--- config.mk ---
export PLATFORM = sky130hd
export DESIGN_NAME = system_bus_address_decoder
export DESIGN_NICKNAME = d
export VERILOG_FILES = /design/src/rtl/addr_region_match.v /design/src/rtl/prio_field_mask.v /design/src/rtl/system_bus_address_decoder.v
export VERILOG_INCLUDE_DIRS = /design/src /design/src/rtl
export SDC_FILE = /design/constraint.sdc
export NUM_CORES = 1
export LEC_CHECK = 0
export ABC_AREA = 1
export BUFFER_PORTS_ARGS = -buffer_cell sky130_fd_sc_hd__buf_2
export CAP_MARGIN = 20
export CORE_MARGIN = 2
export CORE_UTILIZATION = 36
export CTS_CLUSTER_DIAMETER = 40
export DETAILED_ROUTE_END_ITERATION = 6
export GPL_ROUTABILITY_DRIVEN = 0
export PLACE_DENSITY = 0.61
export SETUP_SLACK_MARGIN = 0.02
export SLEW_MARGIN = 15
export SYNTH_ARGS = -nofsm -noshare
export SYNTH_HDL_FRONTEND = slang
export SYNTH_SLANG_ARGS = --single-unit
--- constraint.sdc ---
create_clock -name clk -period 4.1 [get_ports clk]
set_input_delay 0.205 -clock clk [delete_from_list [all_inputs] [get_ports clk]]
set_output_delay 0.205 -clock clk [all_outputs]
set_load 0.05 [all_outputs]
--- src/rtl/bus_decode_defines.vh ---
// Address map, region sizes and timing constants for the system bus decoder
`ifndef BUS_DECODE_DEFINES_VH
`define BUS_DECODE_DEFINES_VH

`define SRAM_BASE        32'h0000_0000
`define FLASH_BASE       32'h8000_0000
`define USB_BASE         32'hd000_0000
`define BRIDGE_A_BASE    32'hffff_0000
`define BRIDGE_B_BASE    32'hfffe_0000
`define WIN_64K_SIZE     32'h0001_0000

// Region sizes per variant, in bytes
`define SRAM_SIZE_96K    32'h0001_8000
`define SRAM_SIZE_32K    32'h0000_8000
`define SRAM_SIZE_16K    32'h0000_4000
`define FLASH_SIZE_512K  32'h0008_0000
`define FLASH_SIZE_256K  32'h0004_0000
`define FLASH_SIZE_128K  32'h0002_0000
`define FLASH_SIZE_64K   32'h0001_0000

// Flash wait-state thresholds, in MHz
`define FLASH_WS0_MAX_MHZ 30
`define FLASH_WS1_MAX_MHZ 60
`define SYS_CLK_MHZ       50

// Target select codes
`define TGT_NONE     3'h0
`define TGT_SRAM     3'h1
`define TGT_FLASH    3'h2
`define TGT_USB      3'h3
`define TGT_BRIDGE_A 3'h4
`define TGT_BRIDGE_B 3'h5

// Priority register field layout
`define PRIO_FIELD_W 2
`define PRIO_NIBBLES 8

`endif

--- src/rtl/addr_region_match.v ---
// Combinational decode of one bus address to a target region
`timescale 1ns/1ps
`include "bus_decode_defines.vh"

module addr_region_match #(
  parameter [31:0] SRAM_SIZE  = `SRAM_SIZE_32K,
  parameter [31:0] FLASH_SIZE = `FLASH_SIZE_128K
) (
  input  wire [31:0] addr,
  output reg  [2:0]  target
);

  // True when a lies in [base, base+size)
  function in_region;
    input [31:0] a;
    input [31:0] base;
    input [31:0] size;
    begin
      in_region = (a >= base) && ((a - base) < size);
    end
  endfunction

  // Flat address, fixed map, never remapped; unmapped gives none
  always @* begin
    target = `TGT_NONE;
    if (in_region(addr, `SRAM_BASE, SRAM_SIZE)) begin
      target = `TGT_SRAM;
    end else if (in_region(addr, `FLASH_BASE, FLASH_SIZE)) begin
      target = `TGT_FLASH;
    end else if (in_region(addr, `USB_BASE, `WIN_64K_SIZE)) begin
      target = `TGT_USB;
    end else if (in_region(addr, `BRIDGE_A_BASE, `WIN_64K_SIZE)) begin
      target = `TGT_BRIDGE_A;
    end else if (in_region(addr, `BRIDGE_B_BASE, `WIN_64K_SIZE)) begin
      target = `TGT_BRIDGE_B;
    end
  end

endmodule // addr_region_match

--- src/rtl/prio_field_mask.v ---
// Narrows priority register fields to two bits per nibble
`timescale 1ns/1ps
`include "bus_decode_defines.vh"

module prio_field_mask (
  input  wire [31:0] wdata,
  output wire [31:0] stored
);

  genvar i;
  // Upper two bits of each nibble have no storage and read as zero
  generate
    for (i = 0; i < `PRIO_NIBBLES; i = i + 1) begin : g_nib
      assign stored[4*i+1:4*i] = wdata[4*i+1:4*i];
      assign stored[4*i+3:4*i+2] = 2'h0;
    end
  endgenerate

endmodule // prio_field_mask

--- src/rtl/system_bus_address_decoder.v ---
// System bus decoder with flash wait states, bursts and priority regs
`timescale 1ns/1ps
`include "bus_decode_defines.vh"

// Behaviour
// - Fixed target map for all addresses, no remapping even during boot.
// - Addresses are a flat 32-bit physical space without translation.
// - SRAM at 0x0000_0000, flash at 0x8000_0000.
// - USB buffer at 0xD000_0000, bridge A 0xFFFF_0000, bridge B 0xFFFE_0000.
// - USB, bridge A and bridge B windows each span 64 Kbytes.
// - SRAM size is a variant parameter: 96, 32 or 16 KB.
// - Flash size is a variant parameter: 512, 256, 128 or 64 KB.
// - Flash reads take zero wait states at or below 30 MHz.
// - Flash reads take one wait state above 30 MHz up to 60 MHz.
// - Sequential flash bursts return one word per cycle after the first.
// - SRAM reads and writes finish in one cycle, no wait states.
// - Master priority fields hold two bits; other nibble bits read as zero.
module system_bus_address_decoder #(
  parameter [31:0] SRAM_SIZE   = `SRAM_SIZE_32K,
  parameter [31:0] FLASH_SIZE  = `FLASH_SIZE_128K,
  parameter integer CLK_MHZ    = `SYS_CLK_MHZ
) (
  input  wire        clk,
  input  wire        srst,
  // Master request
  input  wire        req_valid,
  input  wire        req_write,
  input  wire [31:0] req_addr,
  input  wire [31:0] req_wdata,
  // Master answer
  output reg         resp_valid,
  output reg         resp_error,
  output reg  [31:0] resp_rdata,
  output reg         req_ready,
  // Target selects, one-cycle strobes with address
  output reg         sram_sel,
  output reg         usb_sel,
  output reg         bridge_a_sel,
  output reg         bridge_b_sel,
  output reg         flash_sel,
  output reg         tgt_write,
  output reg  [31:0] tgt_addr,
  output reg  [31:0] tgt_wdata,
  // Target read data, sampled when the answer is built
  input  wire [31:0] sram_rdata,
  input  wire [31:0] usb_rdata,
  input  wire [31:0] bridge_a_rdata,
  input  wire [31:0] bridge_b_rdata,
  input  wire [31:0] flash_rdata,
  // Priority register ports for the matrix
  input  wire        prio_a_we,
  input  wire        prio_b_we,
  input  wire [31:0] prio_wdata,
  output reg  [31:0] slave_priority_reg_a,
  output reg  [31:0] slave_priority_reg_b
);

  // Wait-state setting is fixed by the clock rate
  localparam [0:0] FLASH_WS =
    (CLK_MHZ <= `FLASH_WS0_MAX_MHZ) ? 1'b0 : 1'b1;

  localparam [1:0] ST_IDLE  = 2'h0;
  localparam [1:0] ST_FWAIT = 2'h1;
  localparam [1:0] ST_RESP  = 2'h2;

  wire [2:0]  target;
  wire [31:0] prio_stored;

  reg [1:0]   state_q;
  reg [1:0]   state_d;
  reg [2:0]   tgt_q;
  reg [31:0]  next_flash_q;   // Address the flash pipeline has prefetched
  reg         burst_ok_q;     // Pipeline holds the sequential next word

  // Plain address compare, no segment or boot translation in front
  addr_region_match #(
    .SRAM_SIZE  (SRAM_SIZE),
    .FLASH_SIZE (FLASH_SIZE)
  ) u_match (
    .addr   (req_addr),
    .target (target)
  );

  prio_field_mask u_prio (
    .wdata  (prio_wdata),
    .stored (prio_stored)
  );

  // Read data mux by target code
  function [31:0] pick_rdata;
    input [2:0]  t;
    input [31:0] d_sram;
    input [31:0] d_flash;
    input [31:0] d_usb;
    input [31:0] d_a;
    input [31:0] d_b;
    begin
      case (t)
        `TGT_SRAM:     pick_rdata = d_sram;
        `TGT_FLASH:    pick_rdata = d_flash;
        `TGT_USB:      pick_rdata = d_usb;
        `TGT_BRIDGE_A: pick_rdata = d_a;
        `TGT_BRIDGE_B: pick_rdata = d_b;
        default:       pick_rdata = 32'h0000_0000;
      endcase
    end
  endfunction

  // Above 30 MHz a flash read needs a wait unless it continues a prefetched burst
  wire flash_hit = burst_ok_q && (req_addr == next_flash_q);
  wire take      = req_valid && req_ready;
  wire needs_ws  = (target == `TGT_FLASH) && !req_write &&
                   FLASH_WS && !flash_hit;
  wire is_fread  = (target == `TGT_FLASH) && !req_write;

  // Timing overview for whoever integrates this decoder:
  // - a request is taken on a rising edge with req_valid and req_ready
  // - target strobes and the copied request appear one cycle later
  // - non-waited answers are built at the take edge from the target's
  //   read data, so targets must present read data combinationally
  // - a waited flash read answers one cycle later still, from the data
  //   the flash shows during the wait cycle
  // - req_ready is low for exactly that wait cycle; nothing is taken then
  // Keeping read data combinational saves a cycle on every access, at
  // the cost of a longer path from the targets into resp_rdata.

  // Answer the request taken now unless it has to wait for flash
  wire answer_now = take && !needs_ws;

  // Read data for a direct answer and for a waited flash answer
  wire [31:0] rdata_now  = pick_rdata(target, sram_rdata, flash_rdata,
                                      usb_rdata, bridge_a_rdata,
                                      bridge_b_rdata);
  wire [31:0] rdata_wait = pick_rdata(tgt_q, sram_rdata, flash_rdata,
                                      usb_rdata, bridge_a_rdata,
                                      bridge_b_rdata);

  // Strobe for one target: high only on a take that decodes to it
  function strobe_for;
    input       tk;
    input [2:0] t;
    input [2:0] code;
    begin
      strobe_for = tk && (t == code);
    end
  endfunction

  // Next-state logic
  always @* begin
    state_d = state_q;
    case (state_q)
      ST_IDLE: begin
        if (take) begin
          state_d = needs_ws ? ST_FWAIT : ST_RESP;
        end
      end
      ST_FWAIT: begin
        state_d = ST_RESP;
      end
      ST_RESP: begin
        // Back-to-back requests keep bursts at one word per cycle
        if (take) begin
          state_d = needs_ws ? ST_FWAIT : ST_RESP;
        end else begin
          state_d = ST_IDLE;
        end
      end
      default: begin
        state_d = ST_IDLE;
      end
    endcase
  end

  // State register
  always @(posedge clk) begin
    if (srst) begin
      state_q <= ST_IDLE;
    end else begin
      state_q <= state_d;
    end
  end

  // Ready drops for exactly the cycle a flash wait state is served
  always @(posedge clk) begin
    if (srst) begin
      req_ready <= 1'b0;
    end else begin
      req_ready <= (state_d != ST_FWAIT);
    end
  end

  // One-cycle target strobes; the fixed map makes them mutually exclusive
  always @(posedge clk) begin
    if (srst) begin
      sram_sel     <= 1'b0;
      flash_sel    <= 1'b0;
      usb_sel      <= 1'b0;
      bridge_a_sel <= 1'b0;
      bridge_b_sel <= 1'b0;
    end else begin
      sram_sel     <= strobe_for(take, target, `TGT_SRAM);
      flash_sel    <= strobe_for(take, target, `TGT_FLASH);
      usb_sel      <= strobe_for(take, target, `TGT_USB);
      bridge_a_sel <= strobe_for(take, target, `TGT_BRIDGE_A);
      bridge_b_sel <= strobe_for(take, target, `TGT_BRIDGE_B);
    end
  end

  // Copy of the taken request, held until the next take
  always @(posedge clk) begin
    if (srst) begin
      tgt_q     <= `TGT_NONE;
      tgt_write <= 1'b0;
      tgt_addr  <= 32'h0000_0000;
      tgt_wdata <= 32'h0000_0000;
    end else if (take) begin
      tgt_q     <= target;
      tgt_write <= req_write;
      tgt_addr  <= req_addr;
      tgt_wdata <= req_wdata;
    end
  end

  // Prefetch tracking: only a flash read arms the sequential hit, so a
  // write or another target in between makes the next flash read wait
  always @(posedge clk) begin
    if (srst) begin
      next_flash_q <= 32'h0000_0000;
      burst_ok_q   <= 1'b0;
    end else if (take) begin
      if (is_fread) begin
        next_flash_q <= req_addr + 32'h0000_0004;
        burst_ok_q   <= 1'b1;
      end else begin
        burst_ok_q   <= 1'b0;
      end
    end
  end

  // Answer one cycle after the take, or after the flash wait state;
  // no take can happen in the wait cycle since ready is low then
  always @(posedge clk) begin
    if (srst) begin
      resp_valid <= 1'b0;
      resp_error <= 1'b0;
      resp_rdata <= 32'h0000_0000;
    end else if (state_q == ST_FWAIT) begin
      resp_valid <= 1'b1;
      resp_error <= 1'b0;
      resp_rdata <= rdata_wait;
    end else if (answer_now) begin
      resp_valid <= 1'b1;
      resp_error <= (target == `TGT_NONE);
      resp_rdata <= rdata_now;
    end else begin
      resp_valid <= 1'b0;
      resp_error <= 1'b0;
    end
  end

  // Priority register A keeps only the two-bit fields
  always @(posedge clk) begin
    if (srst) begin
      slave_priority_reg_a <= 32'h0000_0000;
    end else if (prio_a_we) begin
      slave_priority_reg_a <= prio_stored;
    end
  end

  // Priority register B keeps only the two-bit fields
  always @(posedge clk) begin
    if (srst) begin
      slave_priority_reg_b <= 32'h0000_0000;
    end else if (prio_b_we) begin
      slave_priority_reg_b <= prio_stored;
    end
  end

endmodule // system_bus_address_decoder

==> qor.yml <==
placement:
  io_buffers: 382
  dpl.hpwl_um: 28940
synth:
  synth_top_area_cell: "dfxtp_1"
  synth.distinct_cells: 36
  ys_warn_count: 0
  ys_ff_latch: 175
  synth_cells: 1746
  ys_seq_area_share_pct: 32.40
  yosys-top-cells-area: "dfxtp_1 32%, nand2_1 11%, nor2_1 9.3%"
  synth.top_cell.area_share_pct: 32.40
  syn_avg_cell_area_um2: 6.193
  netlist_area_um2: 10810
floorplanning:
  die_w_um: 177.3
  die_h_um: 177.3
  die-area_um2: 31440
  core_area_um2: 29640
  initial_utilization_pct: 36.48
  num_io_pins: 431
  placementRows: 63
critical_path:
  cp_num_buf_inv: 2
  crit_path_cell_trace: "inv_1 -> a21boi_0 -> nand3_1 -> nor2_1 -> nand2_1 -> nor2_1 -> nand2_1 -> nand2_1 -> nand2_2 -> buf_4 -> a21oi_1 -> a21oi_2"
  crit_fanout: 27
  start_kind: "register"
  cp_common_cell: "nand2_1"
  cp-end-kind: "register"
  cp.required_ns: 4.43
  r2r_slack_ns: 1.78
  crit_path_max_incr_delay_ns: 0.39
  worstPathArrival_ns: 2.65
  path_class: "reg2reg"
  critical-path-top-delay-family: "simple AND/OR/NAND/NOR gates"
  cpMaxStageDelayCell: "buf_4"
drt:
  first_iter_violations: 968
  drc_errors: 0
  viasPerCell: 5.013
  wire_per_inst_um: 16.51
  vias: 12390
  drt-total-wl_um: 40790
  drtAntennaViolNets: 0
  drt_pre_antenna_iters: 6
worst_hold_path:
  holdCritPathClass: "in2reg"
cts:
  hold_buffers: 3
  cts_setup_buffers: 0
  clock_sinks: 175
  numCtsBuffers: 17
  clk_latency_ns: 0.44
  clockBufferDepth: 2
  clkTransAtPathRegs_ns: 0.07
  ctsResizeCount: 0
  cts_tree: "built"
  root_buffer: "clkbuf_16"
  cts_htree_levels: 4
sta:
  fmax_ghz: 0.4305
  slew_violations: 0
  tns_ns: 0
  slew_headroom_pct: 32.18
  max_slew.worst_pin.slew_ns: 1.017
  finalClockSkew_ns: 0.01279
  min_period_ns: 2.323
  hold_viol: 0
  period_share_pct: 56.65
  rsz0062_at_grt: "false"
  setup_viol: 0
grt:
  grt_pass1_vias: 11580
  grt_pass1_wl_um: 61710
  grt_antenna_before_repair: 6
  grt_max_degree: 97
  gr-usage-all-layers_pct: 24.98
  overflow: 0
run_status:
  outcome: "complete, no violations"
cells_and_area:
  syn_to_final_growth_pct: 23.73
  fin_nets: 2330
  drive_gt1_share_pct: 22.59
pwr:
  p_total_w: 0.004470
  peakVddDrop_mv: 0.2531
  leakage_nw: 6.815
  power_density_nw_per_um2: 334.1
run:
  maxCapViolations: 0
[sequential cells by signal, summed over array words and instances, names as in the netlist]
register	flops
bridge_a_sel	1
bridge_b_sel	1
burst_ok_q	1
flash_sel	1
next_flash_q	32
req_ready	1
resp_error	1
resp_rdata	32
resp_valid	1
slave_priority_reg_a	16
slave_priority_reg_b	16
sram_sel	1
state_q	2
tgt_addr	32
tgt_q	3
tgt_wdata	32
tgt_write	1
usb_sel	1
[cells in the mapped netlist, drive strengths merged]
| library cell | n |
|---|---|
| nand2 | 315 |
| nor2 | 282 |
| inv | 265 |
| dfxtp | 175 |
| o21ai | 118 |
| a21oi | 112 |
| nand3 | 105 |
| buf | 74 |
| o22ai | 66 |
| clkbuf | 62 |
| nor3 | 48 |
| nand4 | 40 |
| nand3b | 39 |
| xor2 | 13 |
| xnor2 | 10 |
| a22oi | 4 |
| ha | 4 |
| a211oi | 3 |
| a31oi | 3 |
| clkinv | 2 |
| o31ai | 2 |
| a21boi | 1 |
| and2 | 1 |
| conb | 1 |
| o211ai | 1 |
[worst min-delay path, delay by kind of cell]
family	cells	cell delay [ns]
buffers and inverters	1	0.09
AND/OR/NAND/NOR	2	0.12
[per-layer routing]
layer | part of all wire [%] | GRT usage (%) | vias up
li1 | - | - | 6144
met1 | 42 | 30.78 | 5611
met2 | 46 | 41.37 | 540
met3 | 9.2 | 6.684 | 87
met4 | 3.1 | 9.904 | 4
met5 | 0.066 | 0 | -
[placed cells by master (no fill, tap or decap), types with 13 or more instances in the layout]
cell type | synthesis | routed
conb_1 | 1 | 32
clkbuf_16 | 0 | 17
nand3_1 | 102 | 102
a21oi_1 | 111 | 111
o22ai_1 | 66 | 66
dfxtp_1 | 175 | 175
buf_2 | 25 | 382
nor2_1 | 267 | 266
nor3_1 | 48 | 48
nand4_1 | 40 | 40
xor2_1 | 13 | 13
nand3b_1 | 39 | 39
o21ai_0 | 117 | 117
buf_4 | 38 | 19
inv_1 | 259 | 258
nand2_1 | 309 | 308
[report_power, final]
part           internal (W)  switching [W]
Sequential          0.00178      0.0000398
Clock              0.000907       0.000736
Combinational      0.000267       0.000736
Total               0.00296        0.00151
[worst paths after layout]
path | endpoint | cells past startpoint | from
max reg2reg | resp_rdata[2] | 12 | next_flash_q[31]
min | slave_priority_reg_a[12] | 3 | prio_wdata[12]
min reg2reg | next_flash_q[20] | 2 | next_flash_q[20]
max | resp_rdata[2] | 12 | next_flash_q[31]
[layout make-up]
class / count / area (um2)
Sequential cell: 175 / 3503
Fill cell: 3174 / 16260
Timing Repair Buffer: 404 / 2085
Clock buffer: 21 / 480.5
Inverter: 267 / 1006
Tap cell: 390 / 488.0
Clock inverter: 10 / 101.3
Multi-Input combinational cell: 1199 / 5703
Antenna cell: 5 / 12.51
[per-stage QoR]
stage	cell area [um2]	std cells	util, %	setup WS (ns)	hold slack (ns)
2_1_floorplan	10930	1777	-	2.258	0.2843
3_3_place_gp	12750	2432	43.03	1.450	0.4387
3_5_place_dp	12750	2432	43.03	1.428	0.4440
4_1_cts	13370	2466	45.10	1.749	0.00007735
5_1_grt	13380	2470	45.13	1.458	0.008890
6_report	13380	2471	45.14	1.777	0.004630
[logic make-up after synthesis]
| family | synth area share [%] |
|---|---|
| fa+ha+maj | 0.4629 |
| buf+inv | 16.03 |
| xor+xnor | 1.863 |
| flops | 32.40 |
| compound gates | 15.47 |
| simple gates | 33.74 |
| other cells | 0.03468 |
Note: power is estimated with default switching activity, not from simulation.
